==> config.mk <==
export PLATFORM = sky130hd
export DESIGN_NAME = tts_sequencer
export DESIGN_NICKNAME = d
export VERILOG_FILES = /design/src/tts_timer.sv /design/src/tts_sequencer.sv
export SDC_FILE = /design/constraint.sdc
export NUM_CORES = 1
export LEC_CHECK = 0
export BUFFER_PORTS_ARGS = -buffer_cell sky130_fd_sc_hd__buf_2
export CORE_ASPECT_RATIO = 0.5
export CORE_MARGIN = 5
export CORE_UTILIZATION = 55
export CTS_CLUSTER_DIAMETER = 200
export DETAILED_ROUTE_END_ITERATION = 8
export PLACE_DENSITY = 0.81
export SLEW_MARGIN = 20
export SYNTH_ARGS = -nofsm -noshare
export SYNTH_HDL_FRONTEND = slang
export SYNTH_HIERARCHICAL = 1
export SYNTH_SLANG_ARGS = --single-unit
==> constraint.sdc <==
create_clock -name ref_clk -period 3.5 [get_ports ref_clk]
set_input_delay 0.525 -clock ref_clk [delete_from_list [all_inputs] [get_ports ref_clk]]
set_output_delay 0.525 -clock ref_clk [all_outputs]
set_load 0.1 [all_outputs]
==> src/tts_timer.sv <==
package tts_pkg;
	localparam int unsigned CLK_PERIOD_PS = 5000;
	localparam int unsigned TICK_TIME_US = 1000;
	localparam int unsigned TICK_CYCLES = (TICK_TIME_US * 1000000) / CLK_PERIOD_PS;
	localparam int unsigned PRE_W = 18;
	localparam int unsigned TIME_W = 16;
	localparam int unsigned MODE_W = 4;
	localparam logic [3:0] MODE_LINEUP = 4'h0;
	localparam logic [3:0] MODE_STD = 4'h1;
	localparam logic [3:0] MODE_NOCHK = 4'h2;
	localparam logic [3:0] MODE_STD_ALIAS_LO = 4'h5;
	localparam logic [3:0] MODE_STD_ALIAS_HI = 4'h8;
	localparam logic [2:0] TOOL_RESET = 3'h0;
	typedef enum logic [1:0] {KIND_LINEUP, KIND_STD, KIND_NOCHK, KIND_BAD} tts_kind_type;
	typedef enum logic [2:0] {ST_IDLE, ST_SEARCH, ST_T1, ST_LOCK, ST_POST, ST_FINISH} tts_state_type;
endpackage : tts_pkg

`timescale 1ns/1ps
`default_nettype none
module tts_interval_timer #(
	parameter int unsigned TICK_CYCLES = tts_pkg::TICK_CYCLES
) (
	input wire logic ref_clk,
	input wire logic srst,
	input wire logic clk_en,
	input wire logic load,
	input wire logic [tts_pkg::TIME_W-1:0] load_value,
	output logic expired
);
	typedef struct packed {
		logic [tts_pkg::PRE_W-1:0] pre;
		logic [tts_pkg::TIME_W-1:0] cnt;
	} tts_tmr_type;

	tts_tmr_type s_r;
	tts_tmr_type s_nxt;

	// Count is in time-base units; prescaler restarts on every load
	always_comb begin
		s_nxt = s_r;
		if (load) begin
			s_nxt.pre = '0;
			s_nxt.cnt = load_value;
		end else if (s_r.cnt != '0) begin
			if (s_r.pre == tts_pkg::PRE_W'(TICK_CYCLES - 1)) begin
				s_nxt.pre = '0;
				s_nxt.cnt = s_r.cnt - 16'h0001;
			end else begin
				s_nxt.pre = s_r.pre + 18'h00001;
			end
		end
	end

	always_ff @(posedge ref_clk) begin
		if (srst) begin
			s_r <= '0;
		end else if (clk_en) begin
			s_r <= s_nxt;
		end
	end

	assign expired = (s_r.cnt == '0) && !load;
endmodule : tts_interval_timer
`default_nettype wire
==> src/tts_sequencer.sv <==
`timescale 1ns/1ps
`default_nettype none
// Contract
// Mode value selects behaviour: 0 line-up, 1 standard with check, 2 no check.
// Modes 5 to 8 behave exactly like mode 1.
// Mode 0 runs line-up tool post operation, no turret rotation.
// Mode 1 skips when same tool and position input agrees, else indexes.
// Mode 2 skips whenever the tool numbers match, ignoring position inputs.
// Clockwise drive on until target position input seen, then off.
// Search time limit exceeded: clockwise off, search timeout alarm.
// After clockwise release and delay t1, counter-clockwise drive on to clamp.
// Clamp sense off: hold counter-clockwise for lock time, then continue.
// Clamp sense on, no clamp input in lock time: release, lock alarm.
// Clamp sense on, clamp input in time: wait further delay t2.
// Clamp phase done: counter-clockwise drive released, mechanics finished.
// Mode 1 compares sensed position with current tool; mismatch alarms.
// Mode 2 omits the comparison and completes after release.
// Eight position inputs, clamp input; two drives reusable as general outputs.
// Delays timed by a counter on a fixed time base, loaded per phase.
module tts_sequencer #(
	parameter int unsigned TICK_CYCLES = tts_pkg::TICK_CYCLES
) (
	input wire logic ref_clk,
	input wire logic srst,
	input wire logic clk_en,
	input wire logic [tts_pkg::MODE_W-1:0] tool_change_mode_select,
	input wire logic [tts_pkg::TIME_W-1:0] index_search_time_limit,
	input wire logic [tts_pkg::TIME_W-1:0] cw_to_ccw_delay,
	input wire logic [tts_pkg::TIME_W-1:0] clamp_lock_time,
	input wire logic [tts_pkg::TIME_W-1:0] post_clamp_delay,
	input wire logic clamp_sense_enable,
	input wire logic change_req,
	input wire logic [2:0] target_tool,
	input wire logic tool_pos_in_1,
	input wire logic tool_pos_in_2,
	input wire logic tool_pos_in_3,
	input wire logic tool_pos_in_4,
	input wire logic tool_pos_in_5,
	input wire logic tool_pos_in_6,
	input wire logic tool_pos_in_7,
	input wire logic tool_pos_in_8,
	input wire logic clamp_in_position,
	input wire logic general_out_eleven,
	input wire logic general_out_twelve,
	output logic turret_cw_drive,
	output logic turret_ccw_drive,
	output logic [2:0] current_tool,
	output logic busy,
	output logic change_done,
	output logic change_skipped,
	output logic alarm_search_timeout,
	output logic alarm_lock_timeout,
	output logic alarm_pos_mismatch,
	output logic alarm_bad_mode
);
	typedef struct packed {
		tts_pkg::tts_state_type st;
		logic [2:0] cur;
		logic [2:0] tgt;
		logic nochk;
		logic cw;
		logic ccw;
		logic busy;
		logic done;
		logic skip;
		logic alm_search;
		logic alm_lock;
		logic alm_conf;
		logic alm_mode;
		logic ld;
		logic [tts_pkg::TIME_W-1:0] ld_val;
	} tts_seq_type;

	tts_seq_type s_r;
	tts_seq_type s_nxt;
	logic [7:0] pos_vec;
	logic pos_hit;
	logic pos_cur;
	logic tmr_expired;
	tts_pkg::tts_kind_type req_kind;

	function automatic tts_pkg::tts_kind_type mode_kind(input logic [3:0] m);
		if (m == tts_pkg::MODE_LINEUP) begin
			return tts_pkg::KIND_LINEUP;
		end else if (m == tts_pkg::MODE_STD) begin
			return tts_pkg::KIND_STD;
		end else if (m == tts_pkg::MODE_NOCHK) begin
			return tts_pkg::KIND_NOCHK;
		end else if (m >= tts_pkg::MODE_STD_ALIAS_LO && m <= tts_pkg::MODE_STD_ALIAS_HI) begin
			return tts_pkg::KIND_STD;
		end
		return tts_pkg::KIND_BAD;
	endfunction : mode_kind

	assign pos_vec = {tool_pos_in_8, tool_pos_in_7, tool_pos_in_6, tool_pos_in_5,
		tool_pos_in_4, tool_pos_in_3, tool_pos_in_2, tool_pos_in_1};
	assign pos_hit = pos_vec[s_r.tgt];
	// Skip test reads the requested station, before any motion
	assign pos_cur = pos_vec[target_tool];
	assign req_kind = mode_kind(tool_change_mode_select);

	tts_interval_timer #(
		.TICK_CYCLES(TICK_CYCLES)
	) u_timer (
		.ref_clk(ref_clk),
		.srst(srst),
		.clk_en(clk_en),
		.load(s_r.ld),
		.load_value(s_r.ld_val),
		.expired(tmr_expired)
	);

	always_comb begin
		s_nxt = s_r;
		s_nxt.done = 1'b0;
		s_nxt.ld = 1'b0;
		unique case (s_r.st)
			tts_pkg::ST_IDLE: begin
				s_nxt.busy = 1'b0;
				// Drives are free for general use only on a line-up post
				if (req_kind == tts_pkg::KIND_LINEUP) begin
					s_nxt.cw = general_out_twelve;
					s_nxt.ccw = general_out_eleven;
				end else begin
					s_nxt.cw = 1'b0;
					s_nxt.ccw = 1'b0;
				end
				if (change_req) begin
					s_nxt.alm_search = 1'b0;
					s_nxt.alm_lock = 1'b0;
					s_nxt.alm_conf = 1'b0;
					s_nxt.alm_mode = 1'b0;
					s_nxt.skip = 1'b0;
					s_nxt.tgt = target_tool;
					s_nxt.nochk = (req_kind == tts_pkg::KIND_NOCHK);
					unique case (req_kind)
						tts_pkg::KIND_LINEUP: begin
							s_nxt.cur = target_tool;
							s_nxt.done = 1'b1;
						end
						tts_pkg::KIND_BAD: begin
							s_nxt.alm_mode = 1'b1;
							s_nxt.done = 1'b1;
						end
						default: begin
							if (target_tool == s_r.cur &&
								(req_kind == tts_pkg::KIND_NOCHK || pos_cur)) begin
								s_nxt.skip = 1'b1;
								s_nxt.done = 1'b1;
							end else begin
								s_nxt.cw = 1'b1;
								s_nxt.ccw = 1'b0;
								s_nxt.busy = 1'b1;
								s_nxt.ld = 1'b1;
								s_nxt.ld_val = index_search_time_limit;
								s_nxt.st = tts_pkg::ST_SEARCH;
							end
						end
					endcase
				end
			end
			tts_pkg::ST_SEARCH: begin
				if (pos_hit) begin
					s_nxt.cw = 1'b0;
					s_nxt.ld = 1'b1;
					s_nxt.ld_val = cw_to_ccw_delay;
					s_nxt.st = tts_pkg::ST_T1;
				end else if (tmr_expired) begin
					s_nxt.cw = 1'b0;
					s_nxt.alm_search = 1'b1;
					s_nxt.done = 1'b1;
					s_nxt.busy = 1'b0;
					s_nxt.st = tts_pkg::ST_IDLE;
				end
			end
			tts_pkg::ST_T1: begin
				if (tmr_expired) begin
					s_nxt.ccw = 1'b1;
					s_nxt.ld = 1'b1;
					s_nxt.ld_val = clamp_lock_time;
					s_nxt.st = tts_pkg::ST_LOCK;
				end
			end
			tts_pkg::ST_LOCK: begin
				// Clamp input tested first, so it wins over a coincident expiry
				if (!clamp_sense_enable) begin
					if (tmr_expired) begin
						s_nxt.st = tts_pkg::ST_FINISH;
					end
				end else if (clamp_in_position) begin
					s_nxt.ld = 1'b1;
					s_nxt.ld_val = post_clamp_delay;
					s_nxt.st = tts_pkg::ST_POST;
				end else if (tmr_expired) begin
					s_nxt.ccw = 1'b0;
					s_nxt.alm_lock = 1'b1;
					s_nxt.done = 1'b1;
					s_nxt.busy = 1'b0;
					s_nxt.st = tts_pkg::ST_IDLE;
				end
			end
			tts_pkg::ST_POST: begin
				if (tmr_expired) begin
					s_nxt.st = tts_pkg::ST_FINISH;
				end
			end
			tts_pkg::ST_FINISH: begin
				// Tool number follows the target even when the final check alarms
				s_nxt.ccw = 1'b0;
				s_nxt.cur = s_r.tgt;
				s_nxt.alm_conf = !s_r.nochk && !pos_hit;
				s_nxt.done = 1'b1;
				s_nxt.busy = 1'b0;
				s_nxt.st = tts_pkg::ST_IDLE;
			end
			default: begin
				s_nxt.st = tts_pkg::ST_IDLE;
			end
		endcase
	end

	// Reset ignores the enable, so a frozen block can still be cleared
	always_ff @(posedge ref_clk) begin
		if (srst) begin
			s_r <= '{st: tts_pkg::ST_IDLE, cur: tts_pkg::TOOL_RESET, tgt: tts_pkg::TOOL_RESET,
				ld_val: '0, default: 1'b0};
		end else if (clk_en) begin
			s_r <= s_nxt;
		end
	end

	assign turret_cw_drive = s_r.cw;
	assign turret_ccw_drive = s_r.ccw;
	assign current_tool = s_r.cur;
	assign busy = s_r.busy;
	assign change_done = s_r.done;
	assign change_skipped = s_r.skip;
	assign alarm_search_timeout = s_r.alm_search;
	assign alarm_lock_timeout = s_r.alm_lock;
	assign alarm_pos_mismatch = s_r.alm_conf;
	assign alarm_bad_mode = s_r.alm_mode;
endmodule : tts_sequencer
`default_nettype wire

==> results by group, run 1 <==
Place
  • Hpwl dp: 8.69 mm
  • Inst Count DP: 719
  • IO buf count: 98
  • Dpl cell area: 4840 um^2
  • Pre-CTS setup slack: 0.189 ns
  • RePlAce Congestion: 0.907

Synthesis
  • Top FF cell, synth: dfxtp_1
  • Synthesized area: 4390 um^2
  • FF+latch count, synth: 70
  • Syn_nets: 632
  • Post-synth ARST share: 0%
  • Synth warnings: 6
  • Mapped Avg Cell Area: 8.09 um^2
  • Synth top area share: 31.9%
  • Post-synth EDFFs: 0
  • Mapped Cells: 543
  • Post-synthesis sequential area ratio: 31.9%
  • Synth top area cells: dfxtp_1 (32%), a21oi_1 (6.3%), nand2_1 (4.6%)
  • Post-synthesis cell type count: 67
  • Largest area contributor in the netlist: dfxtp_1

Layout
  • Fillcell total: 704
  • Max reg flops: 34
  • Layout area overhead: 17.4%
  • Layout Nets: 707
  • Non-Filler Instances: 735
  • FF/Latch Area: 1400 um^2
  • Post-route cell area: 5150 um^2
  • Commonest non-fill, non-tap cell in the layout: buf_2
  • Multi-input logic area: 2670 um^2
  • # diodes: 0
  • Layout cell share with drive strength beyond 1: 23.6%
  • Most frequent cells in the layout: buf_2 (98), dfxtp_1 (70), a21oi_1 (55)
  • Largest Register: u_timer/s_r

Routing
  • DR iter-0 viols: 462
  • Highest Signal Layer: met4
  • Vias: 4611
  • Remaining DRCs: 0
  • Post-route ant nets: 0
  • First-pass DRT Iterations: 6
  • Via-to-Cell Ratio: 6.27
  • Routed Wire Length: 12.3 mm
  • WL met2: 5.99 mm
  • DR WL/cell: 16.8 um
  • Met1 WL: 5.37 mm
  • DR WL met3: 821 um

CTS
  • CTS tree: yes
  • CTS Hold Bufs: 0
  • CTS sink count: 70
  • Reg clk slew, reported paths: 0.06 ns
  • Clock latency on the worst-skew pair: 0.33 ns
  • H-tree levels: 3
  • Root Driver: clkbuf_16
  • Post-CTS Setup Repair Bufs: 0
  • Clock Path Buffers: 2
  • CTS Buf Count: 9

STA
  • Finish-stage setup viols: 0
  • Final WS setup: 0.260 ns
  • Post-route minimum period: 3.24 ns
  • Fin crit share: 92.6%
  • Max Clock Freq: 309 MHz
  • Layout Skew: 0.00735 ns
  • Final hold violations: 0
  • Final hold slack: 0.452 ns
  • RSZ-0062 raised after global routing: no
  • Setup TNS: 0 ns
  • Worst Max-Slew Pin Slew: 0.967 ns
  • Max-Slew Margin vs Limit: 35.0%
  • Pins over their slew limit: 0

Critical path
  • Max stage delay on crit path: 0.53 ns
  • CP startpoint kind: register
  • R2R depth: 10
  • Worst path required time: 3.73 ns
  • CP cell instances: inv_1 -> ha_1 -> or3b_2 -> nor3_1 -> and3_1 -> nand2b_1 -> nor2_1 -> buf_4 -> a222oi_1 -> a311oi_1
  • Crit-path slowest cell: or3b_2
  • CP arrival: 3.47 ns
  • Worst Setup End Kind: register
  • Crit Path Class: reg2reg
  • Max FO, Critical Path: 9

Floorplan
  • Initial Utilization: 55.7%
  • Die width: 136 um
  • DIE HEIGHT: 73.2 um
  • Die ar.: 9980 um^2
  • Core area: 7890 um^2
  • FP Rows: 23
  • Ports: 99

GRT
  • First-pass GRT wire length: 20.8 mm
  • Antenna violations before repair: 0
  • GR Util All Layers: 25.9%
  • Vias in the first global route: 4343
  • Gr ovfl total: 0
  • Pin count of the biggest net entering global routing: 50

Power and ir drop
  • Power Density: 434 nW/um^2
  • Static Leak: 0.00194 uW
  • VDD IR max: 256 uV

Run status
  • Status: finished, final reports clean

Flow run
  • Max_cap viols: 0

Min path
  • Hold Path Class: reg2reg
  • Worst hold stages: 2
-- critical path, delay by kind of cell, from the launching register on --
| kind | cells | cell delay (ns) |
|---|---|---|
| buffers and inverters | 2 | 0.35 |
| AND/OR/NAND/NOR | 5 | 1.86 |
| AO/OA/AOI/OAI | 2 | 0.40 |
| flip-flops | 1 | 0.32 |
| adder cells (fa/ha/maj) | 1 | 0.20 |
-- cells by family (layout without fill, tap and decap cells) --
| family | count (synthesis) | in the layout | share of synthesized area [%] |
|---|---|---|---|
| and+or+nand+nor | 200 | 200 | 23.8 |
| AOI/OAI and AO/OA | 192 | 192 | 32.1 |
| DFF | 70 | 70 | 31.9 |
| buffers and inverters | 59 | 139 | 7.30 |
| muxes | 11 | 11 | 2.51 |
| xor gates and xnor gates | 9 | 9 | 1.80 |
| adders and majority gates | 2 | 2 | 0.570 |
-- through the flow --
step                utilization [%]  total power, uW
floorplan                         -             1160
global placement               61.3             1250
detailed placement             61.3             1260
CTS                            65.3             2240
global route                   65.4             2330
finish                         65.4             2240
-- synthesized netlist by cell type (11+ instances only) --
library cell	number
a222oi_1	16
a21oi_1	55
inv_1	14
mux2i_1	11
a311oi_1	20
nand2_1	54
nand3_1	15
o311ai_0	11
nand2b_1	12
clkbuf_1	25
nor3_1	18
dfxtp_1	70
nor2_1	41
o31ai_1	15
o21ai_0	17
-- worst paths after layout --
check	startpoint	to	slack [ns]
worst max-delay path	u_timer/s_r[1]	s_r[12]	0.26
worst min-delay path	alarm_pos_mismatch	alarm_pos_mismatch	0.45
worst max register to register	u_timer/s_r[1]	s_r[12]	0.26
worst min register to register	alarm_pos_mismatch	alarm_pos_mismatch	0.45
-- power breakdown --
part           total, uW  switching, uW  internal, uW
clock network        984            343           641
logic                397            247           150
registers            855           29.7           826
-- final cells by class --
type | instances | area share (%)
clock buffers | 12 | 4.78
multi-input cells | 414 | 51.8
well taps | 112 | 2.72
clock inverters | 4 | 1.36
inverters | 14 | 1.02
flip-flops and latches | 70 | 27.2
repair buffers | 109 | 11.1
-- routing by layer --
layer / global-route usage (%) / vias to the layer above
met1: 33.1 / 2163
met2: 42.7 / 183
met4: 9.27 / 0
met3: 6.61 / 19
met5: 0 / -
li1: - / 2246
-- what timing repair did --
item                                   CTS  global route
setup endpoints to repair                0            16
gates resized for setup                  0             1
endpoints found under the hold margin    0             0
No activity file was read; power rests on OpenSTA's default activity.
==> run 2, diff against run 1 <==
--- a/config.mk
+++ b/config.mk
@@ -12,6 +12,7 @@
 export CTS_CLUSTER_DIAMETER = 200
 export DETAILED_ROUTE_END_ITERATION = 8
 export PLACE_DENSITY = 0.81
+export REMOVE_ABC_BUFFERS = 1
 export SLEW_MARGIN = 20
 export SYNTH_ARGS = -nofsm -noshare
 export SYNTH_HDL_FRONTEND = slang
==> constraint.sdc (replaced) <==
create_clock -name ref_clk -period 3.5 [get_ports ref_clk]
set_input_delay 0.35 -clock ref_clk [delete_from_list [all_inputs] [get_ports ref_clk]]
set_output_delay 0.35 -clock ref_clk [all_outputs]
set_load 0.1 [all_outputs]
==> results by group, run 2 (synthesized netlist as in run 1, its figures left out) <==
Layout
  • Max reg flops: 34
  • Commonest non-fill, non-tap cell in the layout: buf_2
  • Most frequent cells in the layout: buf_2 (98), dfxtp_1 (70), a21oi_1 (55)
  • Final core occ: 65.4%
  • Largest Register: u_timer/s_r
  • Layout Nets: 711
  • Layout cell share with drive strength beyond 1: 24.4%
  • Layout area overhead: 17.5%
  • # diodes: 0

Floorplan
  • Ports: 99
  • Die ar.: 9980 um^2
  • Initial Utilization: 55.7%
  • DIE HEIGHT: 73.2 um
  • FP Rows: 23
  • Core area: 7890 um^2
  • Die width: 136 um

STA
  • Final hold violations: 0
  • RSZ-0062 raised after global routing: no
  • Max Clock Freq: 328 MHz
  • Fin crit share: 87.1%
  • Setup TNS: 0 ns
  • Worst Max-Slew Pin Slew: 0.833 ns
  • Layout Skew: 0.00750 ns
  • Max-Slew Margin vs Limit: 44.0%
  • Finish-stage setup viols: 0
  • Post-route minimum period: 3.05 ns
  • Final WS setup: 0.453 ns
  • Pins over their slew limit: 0

Routing
  • Remaining DRCs: 0
  • Vias: 4613
  • Via-to-Cell Ratio: 6.24
  • DR WL/cell: 16.8 um
  • First-pass DRT Iterations: 7
  • Routed Wire Length: 12.4 mm
  • Post-route ant nets: 0
  • DR iter-0 viols: 390

Power and ir drop
  • Power Density: 416 nW/um^2
  • VDD IR max: 273 uV
  • Static Leak: 0.00195 uW

CTS
  • Clock latency on the worst-skew pair: 0.34 ns
  • Post-CTS Setup Repair Bufs: 0
  • H-tree levels: 3
  • Root Driver: clkbuf_16
  • Reg clk slew, reported paths: 0.06 ns
  • CTS sink count: 70
  • CTS tree: yes
  • Clock Path Buffers: 2
  • CTS Buf Count: 9

GRT
  • Antenna violations before repair: 0
  • GR Util All Layers: 25.3%
  • Vias in the first global route: 4261
  • Pin count of the biggest net entering global routing: 50
  • Global-route met1 utilization: 31.5%
  • M2 GR Usage: 42.7%
  • Met3 Track Usage GR: 8.20%
  • Global routing's busiest layer: met2
  • First-pass GRT wire length: 20.3 mm
  • Gr ovfl total: 0

Critical path
  • CP startpoint kind: register
  • Worst Setup End Kind: register
  • Max FO, Critical Path: 17
  • Crit Path Class: reg2reg
  • CP arrival: 3.25 ns
  • Worst path required time: 3.70 ns

Min path
  • Hold Path Class: in2reg

Run status
  • Status: finished, final reports clean

Place
  • RePlAce Congestion: 0.937
  • Hpwl dp: 8.63 mm
  • Pre-CTS setup slack: 0.388 ns
  • IO buf count: 98

Flow run
  • Max_cap viols: 0
run 2: worst max-delay path, stage by stage, from the launching register on:
cell,delay [ns]
dfxtp_1,0.31
inv_1,0.09
ha_1,0.21
or3b_2,0.53
nor3_1,0.33
and3_1,0.30
nand2b_1,0.10
o21ai_0,0.09
nand2_1,0.12
o311ai_4,0.19
and2_2,0.48
a311oi_1,0.15
run 2: timing repair:
action | in CTS | in global routing
hold buffers | 0 | 0
setup endpoints to repair | 0 | 1
gates resized for setup | 0 | 1
run 2: area by class of cell:
| type | instances | area (um^2) |
|---|---|---|
| well taps | 112 | 140 |
| repair buffers | 113 | 603 |
| inverters | 14 | 52.6 |
| flip-flops and latches | 70 | 1400 |
| clock buffers | 13 | 270 |
| fillers | 677 | 2730 |
| clock inverters | 3 | 17.5 |
| multi-input cells | 414 | 2680 |
run 2: metrics by stage:
step / power, uW / hold slack (ns) / std cells / instance area (um^2)
after floorplan: 1110 / 0.415 / 498 / 4120
after global placement: 1260 / 0.439 / 723 / 4870
after detailed placement: 1260 / 0.447 / 723 / 4870
after CTS: 2150 / 0.261 / 739 / 5160
after global routing: 2240 / 0.274 / 739 / 5160
final: 2150 / 0.270 / 739 / 5160
run 2: per-layer routing:
metal / share of wire, % / up-vias
met3: 7.0 / 18
li1: - / 2243
met1: 43 / 2173
met2: 48 / 179
met4: 1.2 / 0
met5: 0 / -
run 2: path summary, 6_finish.rpt:
check	from	end	slack [ns]	cells past startpoint
worst max-delay path	u_timer/s_r[1]	s_r[13]	0.45	11
worst min-delay path	index_search_time_limit[12]	s_r[12]	0.27	3
worst max register to register	u_timer/s_r[1]	s_r[13]	0.45	11
worst min register to register	alarm_pos_mismatch	alarm_pos_mismatch	0.45	2
run 2: report_power, final:
| part | switching [uW] | leakage (uW) | internal, uW |
|---|---|---|---|
| Clock | 354 | 0.000142 | 536 |
| Combinational | 254 | 0.00124 | 155 |
| Sequential | 24.5 | 0.000567 | 826 |
| Total | 632 | 0.00195 | 1520 |
==> run 3, diff against run 2 <==
--- a/config.mk
+++ b/config.mk
@@ -9,7 +9,8 @@
 export CORE_ASPECT_RATIO = 0.5
 export CORE_MARGIN = 5
 export CORE_UTILIZATION = 55
-export CTS_CLUSTER_DIAMETER = 200
+export CTS_BUF_LIST = sky130_fd_sc_hd__clkbuf_16
+export CTS_CLUSTER_DIAMETER = 120
 export DETAILED_ROUTE_END_ITERATION = 8
 export PLACE_DENSITY = 0.81
 export REMOVE_ABC_BUFFERS = 1
@@ -18,3 +19,4 @@
 export SYNTH_HDL_FRONTEND = slang
 export SYNTH_HIERARCHICAL = 1
 export SYNTH_SLANG_ARGS = --single-unit
+export TNS_END_PERCENT = 20
==> results by group, run 3 (synthesized netlist as in run 1, its figures left out) <==
STA
  • Pins over their slew limit: 0
  • Final hold slack: 0.271 ns
  • Layout Skew: 0.00667 ns
  • RSZ-0062 raised after global routing: no
  • Fin crit share: 86.5%
  • Max Clock Freq: 330 MHz
  • Setup TNS: 0 ns
  • Max-Slew Margin vs Limit: 43.8%
  • Worst Max-Slew Pin Slew: 0.835 ns
  • Final WS setup: 0.471 ns
  • Post-route minimum period: 3.03 ns
  • Final hold violations: 0
  • Finish-stage setup viols: 0

Layout
  • # diodes: 0
  • Non-Filler Instances: 739
  • Fillcell total: 683
  • Max reg flops: 34
  • Most frequent cells in the layout: buf_2 (98), dfxtp_1 (70), a21oi_1 (55)
  • Layout Nets: 711
  • Layout area overhead: 16.8%
  • Layout cell share with drive strength beyond 1: 23.9%
  • Commonest non-fill, non-tap cell in the layout: buf_2
  • Largest Register: u_timer/s_r

CTS
  • Root Driver: clkbuf_16
  • Clock latency on the worst-skew pair: 0.34 ns
  • CTS Buf Count: 9
  • Reg clk slew, reported paths: 0.06 ns
  • Clock Path Buffers: 2
  • H-tree levels: 3
  • CTS tree: yes
  • CTS Hold Bufs: 0
  • CTS sink count: 70

GRT
  • First-pass GRT wire length: 20.2 mm
  • Gr ovfl total: 0
  • GR Util All Layers: 25.2%
  • Vias in the first global route: 4273
  • Pin count of the biggest net entering global routing: 50
  • Antenna violations before repair: 0

Critical path
  • Worst path required time: 3.70 ns
  • CP startpoint kind: register
  • End of the worst register-to-register path: s_r[13]
  • Reg2reg start: u_timer/s_r[1]
  • Crit path max-delay family: simple AND/OR/NAND/NOR gates
  • Crit Path Class: reg2reg
  • R2R depth: 11
  • Crit-path slowest cell: or3b_2
  • Critical Path Stages: 11
  • Max FO, Critical Path: 17
  • Max stage delay on crit path: 0.53 ns
  • Slack of the worst reg-to-reg path: 0.47 ns
  • CP cell instances: inv_1 -> ha_1 -> or3b_2 -> nor3_1 -> and3_1 -> nand2b_1 -> o21ai_0 -> nand2_1 -> o311ai_4 -> and2_2 -> a311oi_1
  • Worst Setup End Kind: register
  • WP buf/inv: 1
  • CP arrival: 3.23 ns

Min path
  • Hold Path Class: in2reg
  • WHS Endpoint: s_r[1]
  • Hold Path Origin: index_search_time_limit[1]
  • Worst hold stages: 3

Floorplan
  • Core area: 7890 um^2
  • Ports: 99
  • Die ar.: 9980 um^2
  • FP Rows: 23
  • Die width: 136 um
  • DIE HEIGHT: 73.2 um
  • Initial Utilization: 55.7%

Routing
  • Via-to-Cell Ratio: 6.29
  • First-pass DRT Iterations: 7
  • Vias: 4647
  • Post-route ant nets: 0
  • Routed Wire Length: 12.4 mm
  • Remaining DRCs: 0
  • DR iter-0 viols: 370
  • DR WL/cell: 16.8 um

Place
  • IO buf count: 98
  • Hpwl dp: 8.63 mm
  • Inst Count DP: 723
  • RePlAce Congestion: 0.937
  • Pre-CTS setup slack: 0.388 ns

Flow run
  • Max_cap viols: 0

Power and ir drop
  • VDD IR max: 275 uV
  • Power Density: 404 nW/um^2
  • Static Leak: 0.00194 uW

Run status
  • Status: finished, final reports clean
run 3: changes by cell type in the layout (fill, tap and decap cells not counted):
cell / change
inv_1: +1
clkinv_1: +3
clkbuf_8: -3
clkbuf_1: -1
run 3: cell type report:
cell class / instances / area (um^2) / share of cell area (%)
multi-input cells: 414 / 2680 / 52.1
flip-flops and latches: 70 / 1400 / 27.3
repair buffers: 113 / 603 / 11.8
clock buffers: 9 / 225 / 4.39
well taps: 112 / 140 / 2.73
inverters: 14 / 52.6 / 1.02
clock inverters: 7 / 32.5 / 0.634
run 3: metal layers:
layer	wire length (um)	vias up	part of all wire [%]	GRT usage, %
li1	-	2247	-	-
met1	5370	2204	43	31.4
met2	6030	180	49	42.2
met3	884	16	7.1	8.20
met4	141	0	1.1	7.15
met5	0	-	0	0
run 3: where the power goes:
part	internal (uW)	switching, uW	total (uW)
registers	826	24.7	850
logic	155	255	409
clock network	466	349	815
total	1450	628	2070
run 3: through the flow:
stage	instance area, um^2	total power, uW	utilization (%)
global route	5130	2170	65.1
detailed placement	4870	1260	61.8
CTS	5130	2080	65.0
global placement	4870	1260	61.8
finish	5130	2070	65.1
floorplan	4120	1110	-
run 3: worst register-to-register path, stage by stage, from the launching register on:
cell      delay [ns]
dfxtp_1         0.31
inv_1           0.09
ha_1            0.21
or3b_2          0.54
nor3_1          0.32
and3_1          0.29
nand2b_1        0.09
o21ai_0         0.09
nand2_1         0.12
o311ai_4        0.20
and2_2          0.48
a311oi_1        0.15
run 3: worst max path at each step:
stage              startpoint      end
2_1_floorplan  u_timer/s_r[1]  s_r[11]
3_3_place_gp   u_timer/s_r[1]   s_r[7]
3_5_place_dp   u_timer/s_r[1]  s_r[15]
4_1_cts        u_timer/s_r[0]  s_r[13]
5_1_grt        u_timer/s_r[1]  s_r[13]
6_report       u_timer/s_r[1]  s_r[13]
run 3: what timing repair did:
item / CTS / global route
endpoints found under the setup margin: 0 / 1
gates resized for setup: 0 / 1
buffers inserted: 0 / 0
